$ cat src/hdl/tag_cmd_pkg.sv
/*
  Shared constants and carrier types for the tag command interpreter
  (counter read, password verify, signature read).
  Assumes a framing layer that delivers checked request bytes and appends CRC to replies.
*/
package tag_cmd_pkg;

  localparam logic [7:0] OP_COUNTER_READ    = 8'h39;
  localparam logic [7:0] OP_PASSWORD_VERIFY = 8'h1B;
  localparam logic [7:0] OP_SIGNATURE_READ  = 8'h3C;
  localparam logic [7:0] COUNTER_ARG        = 8'h02;
  localparam logic [7:0] SIGNATURE_ARG      = 8'h00;

  localparam logic [2:0] SHORT_REQ_LEN = 3'h2;
  localparam logic [2:0] PWD_REQ_LEN   = 3'h5;
  localparam int         RX_DEPTH      = 6;

  localparam logic [5:0] COUNTER_LAST_IDX = 6'h02;
  localparam logic [5:0] ACK_LAST_IDX     = 6'h01;
  localparam logic [5:0] SIG_LAST_IDX     = 6'h1F;

  localparam logic [3:0] NAK_CODE     = 4'h0;
  localparam logic [2:0] NO_LIMIT     = 3'h0;
  localparam logic       AUTH_RESET   = 1'b0;
  localparam logic [7:0] ZERO_BYTE    = 8'h00;

  localparam logic [1:0] KIND_COUNTER = 2'h0;
  localparam logic [1:0] KIND_ACK     = 2'h1;
  localparam logic [1:0] KIND_SIG     = 2'h2;

  // Content is arbitrary; production parts carry their own programmed value
  localparam logic [255:0] SIGNATURE_CONTENT =
    256'h5A3C_96E1_0F2D_4B78_C3A5_1E69_D287_F04B_6C1A_E359_27B8_4DF0_91C6_3A7E_05D2_B84F;

  typedef struct packed {
    logic       valid;
    logic       last;
    logic [7:0] data;
  } byte_beat_t;

  typedef struct packed {
    logic       counter_read_protect_flag;
    logic [7:0] first_protected_page;
    logic       protection_scope_bit;
    logic [2:0] failed_attempt_limit;
    logic [7:0] password_page;
    logic [7:0] password_ack_page;
  } tag_cfg_t;

  typedef struct packed {
    logic       valid;
    logic       is_write;
    logic [7:0] page;
  } page_req_t;

  typedef struct packed {
    logic valid;
    logic grant;
    logic zero_fill;
  } page_resp_t;

endpackage

$ cat src/hdl/signature_rom.sv
/*
  Read-only store of the 32-byte tag signature, indexed by byte.
  Assumes the reader holds the index steady while it samples the byte.
*/
`timescale 1ns/10ps
`default_nettype none

module signature_rom (
  input  wire logic [4:0] idx_i,   // Byte index, 0 first
  output logic      [7:0] data_o   // Signature byte
);

  // fixed content: no write path exists
  always_comb begin
    data_o = tag_cmd_pkg::SIGNATURE_CONTENT[{idx_i, 3'h0} +: 8];
  end

endmodule // signature_rom

`default_nettype wire

$ cat src/hdl/tag_cmd_core.sv
/*
  Command interpreter for counter read, password verify and signature read,
  plus the page access check for protected memory.
  Assumes framing logic delivers one request per frame with CRC already checked,
  appends CRC to reply bytes, and commits the failure count tearing-safe.
*/
// What this block does
// - Counter read is 39h, then counter number 02h, then CRC.
// - Accepted counter read returns three counter bytes plus CRC.
// - Protected counter read is refused with NAK until password verified.
// - When authenticated, protected counter read returns current value plus CRC.
// - Password verify is 1Bh, four password bytes, CRC; compared to stored password.
// - Matching password answers with two-byte acknowledge value plus CRC unless locked out.
// - Protected area only reachable after successful password verification.
// - Pages at or above first_protected_page are protected.
// - protection_scope_bit selects write-only or read-and-write protection.
// - Nonzero failed_attempt_limit counts failures in nonvolatile counter; zero means unlimited.
// - Reaching the limit permanently denies protected page access, even with correct password; auth held before lockout still allows counter read.
// - Signature read is 3Ch, 00h, CRC; returns 32 signature bytes plus CRC.
// - Signature is fixed and no command can change it.
// - Unauthenticated writes to protected pages are denied grant; authenticated ones proceed unless locked out.
// - Reads of password and acknowledge pages always return zero bytes.
`timescale 1ns/10ps
`default_nettype none

module tag_cmd_core (
  input  wire logic                   core_clk_i,        // 125 MHz clock
  input  wire logic                   rst_i,             // Sync reset, field entry
  input  wire tag_cmd_pkg::byte_beat_t rx_i,             // Request bytes, CRC stripped
  input  wire logic                   rx_crc_ok_i,       // CRC verdict, valid with last
  input  wire logic                   deselect_i,        // Leave authenticated state
  input  wire tag_cmd_pkg::tag_cfg_t  cfg_i,             // Configuration bytes
  input  wire logic [23:0]            counter_value_i,   // One-way counter
  input  wire logic [31:0]            stored_password_i, // Stored password
  input  wire logic [15:0]            password_ack_value_i, // Acknowledge value
  input  wire logic [2:0]             fail_count_i,      // Committed failure count
  input  wire logic                   fail_done_i,       // Failure count committed
  input  wire logic                   tx_ready_i,        // Reply sink ready
  input  wire tag_cmd_pkg::page_req_t page_req_i,        // Page access query
  output tag_cmd_pkg::byte_beat_t     tx_o,              // Reply bytes
  output logic                        nak_o,             // NAK pulse
  output logic [3:0]                  nak_code_o,        // NAK value
  output logic                        fail_wr_o,         // Failure count write pulse
  output logic [2:0]                  fail_wr_data_o,    // New failure count
  output tag_cmd_pkg::page_resp_t     page_resp_o,       // Page access verdict
  output logic                        authenticated_o,   // Authenticated state
  output logic                        locked_out_o       // Attempt limit reached
);

  typedef enum {ST_IDLE, ST_DECIDE, ST_NV_WAIT, ST_SEND, ST_NAK} state_t;

  localparam int RX_DEPTH_L = tag_cmd_pkg::RX_DEPTH;

  state_t      state;
  state_t      next_state;
  logic [7:0]  rx_buf [RX_DEPTH_L];
  logic [2:0]  rx_count;
  logic        crc_ok;
  logic        auth;
  logic [1:0]  kind;
  logic [1:0]  next_kind;
  logic [5:0]  tx_idx;
  logic [5:0]  last_idx;
  logic [7:0]  tx_byte;
  logic [23:0] counter_snap;
  logic [7:0]  sig_byte;
  logic [4:0]  sig_idx;
  logic        is_cnt;
  logic        is_sig;
  logic        is_pwd;
  logic        pwd_match;
  logic        locked;
  logic        tx_fire;
  logic        pg_protected;

  assign is_cnt = crc_ok && rx_count == tag_cmd_pkg::SHORT_REQ_LEN
                  && rx_buf[0] == tag_cmd_pkg::OP_COUNTER_READ
                  && rx_buf[1] == tag_cmd_pkg::COUNTER_ARG;
  assign is_sig = crc_ok && rx_count == tag_cmd_pkg::SHORT_REQ_LEN
                  && rx_buf[0] == tag_cmd_pkg::OP_SIGNATURE_READ
                  && rx_buf[1] == tag_cmd_pkg::SIGNATURE_ARG;
  // password compare, first received byte is the low byte
  assign is_pwd = crc_ok && rx_count == tag_cmd_pkg::PWD_REQ_LEN
                  && rx_buf[0] == tag_cmd_pkg::OP_PASSWORD_VERIFY;
  assign pwd_match = {rx_buf[4], rx_buf[3], rx_buf[2], rx_buf[1]} == stored_password_i;
  assign locked = cfg_i.failed_attempt_limit != tag_cmd_pkg::NO_LIMIT
                  && fail_count_i >= cfg_i.failed_attempt_limit;

  assign tx_fire = state == ST_SEND && tx_ready_i;

  // Frames arriving while a reply is in progress are dropped, not queued
  always_ff @(posedge core_clk_i) begin
    if (rst_i) begin
      rx_count <= 3'h0;
      crc_ok   <= 1'b0;
    end else if (state == ST_IDLE && rx_i.valid) begin
      if (rx_count != 3'h7) begin
        rx_count <= rx_count + 3'h1;
      end
      if (rx_i.last) begin
        crc_ok <= rx_crc_ok_i;
      end
    end else if (state == ST_DECIDE) begin
      rx_count <= 3'h0;
    end
  end

  genvar g;
  generate
    for (g = 0; g < RX_DEPTH_L; g++) begin : g_rx
      always_ff @(posedge core_clk_i) begin
        if (rst_i) begin
          rx_buf[g] <= 8'h00;
        end else if (state == ST_IDLE && rx_i.valid && rx_count == 3'(g)) begin
          rx_buf[g] <= rx_i.data;
        end
      end
    end
  endgenerate

  always_comb begin
    next_state = state;
    next_kind  = kind;
    case (state)
      ST_IDLE: begin
        if (rx_i.valid && rx_i.last) begin
          next_state = ST_DECIDE;
        end
      end
      ST_DECIDE: begin
        next_state = ST_NAK;
        if (is_cnt) begin
          if (!cfg_i.counter_read_protect_flag || auth) begin
            next_state = ST_SEND;
            next_kind  = tag_cmd_pkg::KIND_COUNTER;
          end
        end else if (is_sig) begin
          next_state = ST_SEND;
          next_kind  = tag_cmd_pkg::KIND_SIG;
        end else if (is_pwd && !locked) begin
          if (pwd_match) begin
            next_state = ST_SEND;
            next_kind  = tag_cmd_pkg::KIND_ACK;
          end else if (cfg_i.failed_attempt_limit != tag_cmd_pkg::NO_LIMIT) begin
            // commit the failure before the NAK leaves
            next_state = ST_NV_WAIT;
          end
        end
      end
      ST_NV_WAIT: begin
        if (fail_done_i) begin
          next_state = ST_NAK;
        end
      end
      ST_SEND: begin
        if (tx_ready_i && tx_idx == last_idx) begin
          next_state = ST_IDLE;
        end
      end
      ST_NAK: next_state = ST_IDLE;
      default: next_state = ST_IDLE;
    endcase
  end

  always_ff @(posedge core_clk_i) begin
    if (rst_i) begin
      state <= ST_IDLE;
      kind  <= tag_cmd_pkg::KIND_COUNTER;
    end else begin
      state <= next_state;
      kind  <= next_kind;
    end
  end

  // authenticated until deselect; a match in the same cycle wins
  always_ff @(posedge core_clk_i) begin
    if (rst_i) begin
      auth <= tag_cmd_pkg::AUTH_RESET;
    end else if (state == ST_DECIDE && is_pwd && !locked && pwd_match) begin
      auth <= 1'b1;
    end else if (deselect_i) begin
      auth <= tag_cmd_pkg::AUTH_RESET;
    end
  end

  always_ff @(posedge core_clk_i) begin
    if (rst_i) begin
      fail_wr_o      <= 1'b0;
      fail_wr_data_o <= 3'h0;
    end else begin
      fail_wr_o <= state == ST_DECIDE && next_state == ST_NV_WAIT;
      if (state == ST_DECIDE) begin
        fail_wr_data_o <= fail_count_i + 3'h1;
      end
    end
  end

  assign sig_idx = state == ST_DECIDE ? 5'h00 : tx_idx[4:0] + 5'h01;

  signature_rom u_sig (
    .idx_i  (sig_idx),
    .data_o (sig_byte)
  );

  // counter snapshot keeps the three bytes consistent
  always_ff @(posedge core_clk_i) begin
    if (rst_i) begin
      counter_snap <= 24'h000000;
    end else if (state == ST_DECIDE) begin
      counter_snap <= counter_value_i;
    end
  end

  // Reply bytes go out low byte first
  always_ff @(posedge core_clk_i) begin
    if (rst_i) begin
      tx_idx   <= 6'h00;
      tx_byte  <= 8'h00;
      last_idx <= 6'h00;
    end else if (state == ST_DECIDE) begin
      tx_idx <= 6'h00;
      case (next_kind)
        tag_cmd_pkg::KIND_COUNTER: begin
          tx_byte  <= counter_value_i[7:0];
          last_idx <= tag_cmd_pkg::COUNTER_LAST_IDX;
        end
        tag_cmd_pkg::KIND_ACK: begin
          tx_byte  <= password_ack_value_i[7:0];
          last_idx <= tag_cmd_pkg::ACK_LAST_IDX;
        end
        default: begin
          tx_byte  <= sig_byte;
          last_idx <= tag_cmd_pkg::SIG_LAST_IDX;
        end
      endcase
    end else if (tx_fire && tx_idx != last_idx) begin
      tx_idx <= tx_idx + 6'h01;
      case (kind)
        tag_cmd_pkg::KIND_COUNTER: tx_byte <= counter_snap[{tx_idx[1:0] + 2'h1, 3'h0} +: 8];
        tag_cmd_pkg::KIND_ACK:     tx_byte <= password_ack_value_i[15:8];
        default:                   tx_byte <= sig_byte;
      endcase
    end
  end

  assign tx_o.valid = state == ST_SEND;
  assign tx_o.last  = state == ST_SEND && tx_idx == last_idx;
  assign tx_o.data  = tx_byte;
  assign nak_o      = state == ST_NAK;
  assign nak_code_o = tag_cmd_pkg::NAK_CODE;
  assign authenticated_o = auth;
  assign locked_out_o    = locked;

  assign pg_protected = page_req_i.page >= cfg_i.first_protected_page;

  always_ff @(posedge core_clk_i) begin
    if (rst_i) begin
      page_resp_o <= '0;
    end else begin
      page_resp_o.valid <= page_req_i.valid;
      page_resp_o.grant <= !(pg_protected
                             && (page_req_i.is_write || cfg_i.protection_scope_bit)
                             && (!auth || locked));
      // secret pages read back as zero
      page_resp_o.zero_fill <= !page_req_i.is_write
                               && (page_req_i.page == cfg_i.password_page
                                   || page_req_i.page == cfg_i.password_ack_page);
    end
  end
endmodule // tag_cmd_core

`default_nettype wire

$ cat config.mk
export PLATFORM = sky130hd
export DESIGN_NAME = tag_cmd_core
export DESIGN_NICKNAME = d
export VERILOG_FILES = /design/src/hdl/tag_cmd_pkg.sv /design/src/hdl/signature_rom.sv /design/src/hdl/tag_cmd_core.sv
export SDC_FILE = /design/constraint.sdc
export NUM_CORES = 1
export LEC_CHECK = 0
export ABC_CLOCK_PERIOD_IN_PS = 3000
export BUFFER_PORTS_ARGS = -buffer_cell sky130_fd_sc_hd__buf_4
export CORE_MARGIN = 4
export CORE_UTILIZATION = 49
export CTS_CLUSTER_DIAMETER = 100
export DETAILED_ROUTE_END_ITERATION = 7
export PLACE_DENSITY = 0.76
export SYNTH_ARGS = -nofsm -noshare
export SYNTH_HDL_FRONTEND = slang
export SYNTH_SLANG_ARGS = --single-unit
$ cat constraint.sdc
create_clock -name core_clk_i -period 3 [get_ports core_clk_i]
set_input_delay 0.15 -clock core_clk_i [delete_from_list [all_inputs] [get_ports core_clk_i]]
set_output_delay 0.15 -clock core_clk_i [all_outputs]
set_load 0.1 [all_outputs]
## Yosys cells after proc, flatten, opt, wreduce, memory -nomap -nowiden

Memory sizes are Yosys's and may differ from the RTL's.
Index checks and enable logic that the tools add are counted.

- Add/subtract/negate cells: 5
- $lt $le $gt $ge: 2
- Equality and inequality tests: 25
- Shifts and indexed selects: 2
- Mux-type cells: 53
- Bitwise operators: 6
- Reduce and logical (&&, ||, !) cells: 50

Operators with widths:

| operator | number |
|---|---|
| variable part select 256 x 9 -> 8 bit, first input constant | 1 |
| two-way mux 32 bit | 4 |
| case mux 32 bit (4 select lines) | 1 |
| == test 32 x 2 -> 1 bit, second input constant | 3 |
| == test 32 x 3 -> 1 bit, second input constant | 2 |
| zero test 32 bit | 2 |
| two-way mux 8 bit | 8 |
| == test 32 x 1 -> 1 bit, second input constant | 1 |
| == test 32 bit | 1 |
| == test 32 x 4 -> 1 bit, second input constant | 1 |
| case mux 8 bit (2 select lines) | 2 |
| logical AND 1 bit | 28 |
| two-way mux 3 bit | 8 |
| variable part select 24 x 6 -> 8 bit | 1 |
| two-way mux 1 bit | 22 |
| == test 8 x 6 -> 1 bit, second input constant | 2 |
| == test 8 bit | 2 |
| two-way mux 2 bit | 6 |
| case mux 5 bit (2 select lines) | 1 |
| == test 8 x 2 -> 1 bit, second input constant | 1 |
| == test 8 x 5 -> 1 bit, second input constant | 1 |
| >= comparator 8 bit | 1 |
| zero test 8 bit | 1 |
| adder 3 x 1 -> 3 bit, second input constant | 2 |
| 22 further kinds | 41 |

- Bits in registers: 90
- RAM bits: 48
- Input bits: 130
- Output and inout port bits: 24
- Word-level logic and storage cells: 158
- Memories: 1

Memories:

| memory | depth | bits a word | read ports | clocked after memory_dff | wr ports | RTL line | text |
|---|---|---|---|---|---|---|---|
| rx_buf | 6 | 8 | 5 | 0 | 6 | tag_cmd_core.sv:56 | `logic [7:0] rx_buf [RX_DEPTH_L];` |

## Logic depth before layout (Yosys ltp)

- Depth in word-level cells: 11
- Depth in mapped cells: 15
- Gate-level depth less buffers: 13

## Hierarchy

A second synthesis with hierarchy kept.

- Cells, all modules: 701
- Area total of the unflattened synthesis: 6600.1 sq um

Modules (own cells, without submodules):

| module | times used | cells each | area each (sq um) | sequential area each (sq um) |
|---|---|---|---|---|
| tag_cmd_core | 1 | 625 | 6089.6 | 2942.8 |
| signature_rom | 1 | 76 | 510.5 | 0.0 |

## Worst setup path before layout

Ideal clock, no wire load.

- Path kind: in2reg
- From: in fail_count_i[0]
- To: reg tx_byte[7]
- Setup time: 79 ps
- Arrival: 3981 ps
- Data required time: 2921 ps
- Path slack: -1060 ps
- Stages on the path: 10
- Path buffers: 1
- Cells stage by stage: inv_1 ha_1 nand2b_1 a211oi_1 nor3_1 nor2_1 a31o_1 buf_4 mux2i_1 a211oi_2

- Cells in the longest elaborated chain, start to end: 11
- Elaborated cells on any way between the ends: 12
- Classes of those cells: order compare (1); eq/ne (1); mux (6); reduce/logical (4)

RTL lines:

| what | RTL line | text |
|---|---|---|
| start: declaration | tag_cmd_core.sv:36 | `input wire logic [2:0] fail_count_i,` |
| >= comparator 3 bit * | tag_cmd_core.sv:87 | `&& fail_count_i >= cfg_i.failed_attempt_limit;` |
| logical AND 1 bit * | tag_cmd_core.sv:87 |  |
| via locked_out_o | tag_cmd_core.sv:47 | `output logic locked_out_o` |
| zero test 1 bit * | tag_cmd_core.sv:140 | `end else if (is_pwd && !locked) begin` |
| logical AND 1 bit * | tag_cmd_core.sv:140 |  |
| two-way mux 2 bit * | tag_cmd_core.sv:140 |  |
| two-way mux 2 bit * | tag_cmd_core.sv:137 | `end else if (is_sig) begin` |
| two-way mux 2 bit * | tag_cmd_core.sv:132 | `if (is_cnt) begin` |
| two-way mux 2 bit * | tag_cmd_core.sv:124 | `case (state)` |
| == test 2 x 1 -> 1 bit / zero test 2 bit (equally long branches) | tag_cmd_core.sv:222 | `case (next_kind)` |
| case mux 8 bit (2 select lines) * | tag_cmd_core.sv:222 |  |
| two-way mux 8 bit * | tag_cmd_core.sv:220 | `end else if (state == ST_DECIDE) begin` |
| end signal: assignment | tag_cmd_core.sv:224 | `tx_byte <= counter_value_i[7:0];` |
| end signal: assignment | tag_cmd_core.sv:228 | `tx_byte <= password_ack_value_i[7:0];` |
| end signal: assignment | tag_cmd_core.sv:232 | `tx_byte <= sig_byte;` |
| end: declaration | tag_cmd_core.sv:64 | `logic [7:0] tx_byte;` |

Mark *: on every way through the listed nets, which the timed path passes. The rest lies on a longest branch.
A chain may end at the register's enable or synchronous reset.

## Worst setup path in the final report

- From: reg state[7]
- To: reg tx_byte[4]

- Cells in the longest elaborated chain, start to end: 6
- Elaborated cells on any way between the ends: 15
- Classes of those cells: eq/ne (4); shift (1); mux (6); reduce/logical (4)

RTL lines:

| what | RTL line | text |
|---|---|---|
| start: declaration | tag_cmd_core.sv:54 | `state_t state;` |
| start signal: assignment | tag_cmd_core.sv:170 | `state <= next_state;` |
| == test 32 x 2 -> 1 bit | tag_cmd_core.sv:198, tag_cmd_core.sv:220 |  |
| two-way mux 5 bit | tag_cmd_core.sv:198 | `assign sig_idx = state == ST_DECIDE ? 5'h00 : tx_idx[4:0] + 5'h01;` |
| variable part select 256 x 9 -> 8 bit | signature_rom.sv:15 | `data_o = tag_cmd_pkg::SIGNATURE_CONTENT[{idx_i, 3'h0} +: 8];` |
| case mux 8 bit (2 select lines) | tag_cmd_core.sv:238 | `case (kind)` |
| two-way mux 8 bit | tag_cmd_core.sv:236 | `end else if (tx_fire && tx_idx != last_idx) begin` |
| two-way mux 8 bit | tag_cmd_core.sv:220 |  |
| end signal: assignment | tag_cmd_core.sv:239 | `tag_cmd_pkg::KIND_COUNTER: tx_byte <= counter_snap[{tx_idx[1:0] + 2'h1, 3'h0} +: 8];` |
| end signal: assignment | tag_cmd_core.sv:240 | `tag_cmd_pkg::KIND_ACK: tx_byte <= password_ack_value_i[15:8];` |
| end signal: assignment | tag_cmd_core.sv:241 | `default: tx_byte <= sig_byte;` |

Parallel ways exist; a longest one is shown, timed or not. The select of a mux whose other input is x is not followed.

==> impl_metrics.yaml <==
setup_path:
  crit_end: "tx_byte[4]"
  r2r_cells: 12
  crit_arrival_ns: 3.12
  crit_fanout: 5
  worst_setup_path_end_kind: "flip-flop"
  crit_required_ns: 3.30
  crit_type: "reg -> reg"
  crit-reg2reg-launch: "state[7]"
  worst-r2r-setup-slack_ns: 0.18
  r2r-end: "tx_byte[4]"
  start_kind: "flip-flop"
  cp-startpoint: "state[7]"
timing:
  setup_tns_ns: 0
  finClkSkew_ns: 0.01079
  max_freq_mhz: 354.9
  slew_violations: 0
  rsz0062_at_grt: "false"
  slew-limit-headroom_pct: 57.46
  tightest_slew_ns: 0.6372
  hold_viol_final: 0
  setup_viol: 0
  fin_crit_sh_pct: 93.93
  layout_min_cycle_time_ns: 2.818
routing:
  dr.pass1.iters: 6
  num_vias: 6264
  vias_per_cell: 5.628
  drc: 0
  antenna_left: 0
  dr.first_iter.drc_count: 676
  wl_per_cell_um: 18.93
  routed_wl_um: 21070
layout:
  final_net_count: 1081
  final_layout_size_suffix_gt1_share_pct: 26.60
  syn2layout_area_growth_pct: 35.71
  final_cells: 1113
  nFillCells: 1058
  seqCellArea_mm2: 0.002943
  multi_input_area_mm2: 0.003802
die:
  die_h_um: 126.2
  num_rows: 42
  io_pins: 154
  dieWidth_um: 126.2
  dieArea_mm2: 0.01592
  core_area_mm2: 0.01345
  initial_core_util_pct: 50.86
synth:
  synth.avg_cell_area_um2: 9.789
  async_flop_share_pct: 0
  yosysWarnings: 0
  synth_flop_cell: "dfxtp_1"
  synth_edf_count: 40
  synthCells: 699
  yosysSeqAreaShare_pct: 43.01
  synth_cell_types: 74
  ys_ff_latch: 127
  netlist_area_mm2: 0.006843
min_path:
  worstHoldPathType: "in -> reg"
run_status:
  status: "completed"
placed_design:
  place_hpwl_um: 15250
  gp_congestion: 0.9071
  dp_cells: 1050
  portBuffers: 149
cts:
  root_buffer: "clkbuf_16"
  htreeDepth: 4
  clkSlewWorstSetupHoldPaths_ns: 0.06
  cts_buffers: 17
  cts_tree: "built"
  cts_buffer_depth: 2
  clk_latency_ns: 0.42
  clock-sinks: 127
grt:
  grt_pass1_wl_um: 33290
  gr-usage-all-layers_pct: 26.24
  grt_pass1_vias: 6479
  antenna_found_initial: 1
  gr-total-overflow: 0
  grt_max_degree: 31
power:
  peakVddDrop_mv: 0.4744
  p_total_mw: 4.288
  leakage_nw: 4.018
  p_per_area_mw_per_mm2: 461.7
flow_run:
  max_cap_viol_count: 0
-- layer usage --
metal | global-route usage [%] | part of all wire, %
met4 | 11.48 | 3.8
met5 | 0 | 0
met2 | 46.54 | 52
met3 | 5.334 | 5.9
met1 | 30.59 | 38
-- worst min-delay path by stage --
stage                            start              end  depth (start not counted)  slack, ns
2_1_floorplan            page_req_i[8]   page_resp_o[0]                          1       0.23
3_3_place_gp             page_req_i[8]   page_resp_o[0]                          2       0.33
3_5_place_dp             page_req_i[8]   page_resp_o[0]                          2       0.33
4_1_cts                     deselect_i  authenticated_o                          4      0.001
5_1_grt        password_ack_value_i[5]       tx_byte[5]                          3       0.02
6_report                    deselect_i  authenticated_o                          4      0.007
-- critical path: stages (launching register included) --
cell,delay (ns)
dfxtp_1,0.33
nor4_4,0.33
nand4_2,0.15
or3_4,0.39
nand2_4,0.11
inv_1,0.09
ha_2,0.21
a2111oi_2,0.35
nor3_1,0.09
a311oi_1,0.34
o21ai_1,0.12
o2111ai_1,0.11
o21ai_1,0.08
-- Yosys cell counts (all sizes together) (5+ instances only) --
| library cell | count | area [um2] |
|---|---|---|
| a211oi | 10 | 85.08 |
| edfxtp | 40 | 1201 |
| and3 | 31 | 193.9 |
| dfxtp | 87 | 1742 |
| a22o | 26 | 227.7 |
| ha | 27 | 337.8 |
| or3 | 7 | 53.80 |
| a21o | 7 | 52.55 |
| nor2 | 47 | 176.4 |
| clkbuf | 22 | 82.58 |
| o31ai | 6 | 45.04 |
| nor2b | 7 | 43.79 |
| mux2i | 15 | 150.1 |
| buf | 17 | 112.6 |
| inv | 20 | 75.07 |
| nand2b | 9 | 56.30 |
| nor4 | 22 | 198.9 |
| nand3 | 17 | 97.60 |
| and2 | 21 | 131.4 |
| a21oi | 19 | 95.09 |
| nor3b | 6 | 45.04 |
| a22oi | 5 | 37.54 |
| xor2 | 55 | 481.7 |
| nand2 | 56 | 210.2 |
| nor3 | 15 | 75.07 |
| xnor2 | 9 | 78.83 |
| o21ai | 31 | 166.4 |
| nand4 | 7 | 56.30 |
| a31oi | 7 | 43.79 |
-- per-stage QoR --
step | area (um2) | setup slack [ns] | hold slack (ns) | util (%)
floorplan | 6989 | 0.003113 | 0.2293 | -
global placement | 8387 | 0.1360 | 0.3254 | 62.34
detailed placement | 8387 | 0.09454 | 0.3270 | 62.34
CTS | 9238 | 0.03067 | 0.001241 | 68.67
global route | 9286 | 0.001355 | 0.02290 | 69.03
finish | 9286 | 0.1822 | 0.007314 | 69.03
-- logic make-up (layout without fill, tap and decap cells) --
family	Yosys count	in the layout	synth area share, %
xor+xnor	64	64	8.192
mux	18	18	2.688
other cells	1	34	0.05480
flops	127	127	43.01
compound gates	144	144	15.65
fa+ha+maj	27	27	4.937
buf+inv	60	265	4.004
simple gates	258	258	21.47
-- repair_timing --
| action | in CTS | in global routing |
|---|---|---|
| gates resized for setup | 0 | 9 |
| setup buffers | 0 | 3 |
| hold endpoints to repair | 28 | 0 |
| endpoints found under the setup margin | 0 | 7 |
| hold buffers | 28 | 0 |
-- cell type report --
type,count,share of cell area (%)
Clock inverter,12,1.469
Inverter,21,0.8488
Tap cell,176,2.371
Multi-Input combinational cell,544,40.95
Clock buffer,19,4.675
Sequential cell,127,31.69
Timing Repair Buffer,213,17.97
Antenna cell,1,0.02695
-- state kept, by name, summed over array words and instances, names as in the netlist --
signal,flops
counter_snap,24
state,32
fail_wr_data_o,3
rx_buf,40
crc_ok,1
rx_count,3
authenticated_o,1
page_resp_o,3
fail_wr_o,1
last_idx,3
tx_byte,8
kind,2
tx_idx,6
-- cells in the final DEF (no fill, tap or decap), types with 19 or more instances in the layout --
master	netlist	routed
edfxtp_1	40	40
nor2_1	47	46
a22o_1	26	26
and2_1	21	21
conb_1	1	33
nand2_1	56	54
ha_1	27	25
a21oi_1	19	19
buf_4	5	185
and3_1	31	31
inv_1	20	20
xor2_1	55	55
dfxtp_1	87	87
dlygate4sd3_1	0	28
-- power by group --
part / switching [mW] / internal [mW] / leakage (nW)
sequential: 0.0305 / 1.82 / 1.10
clock: 0.777 / 1.23 / 0.281
combinational: 0.223 / 0.209 / 2.63
total: 1.03 / 3.26 / 4.02
(Power assumes the default switching activity.)
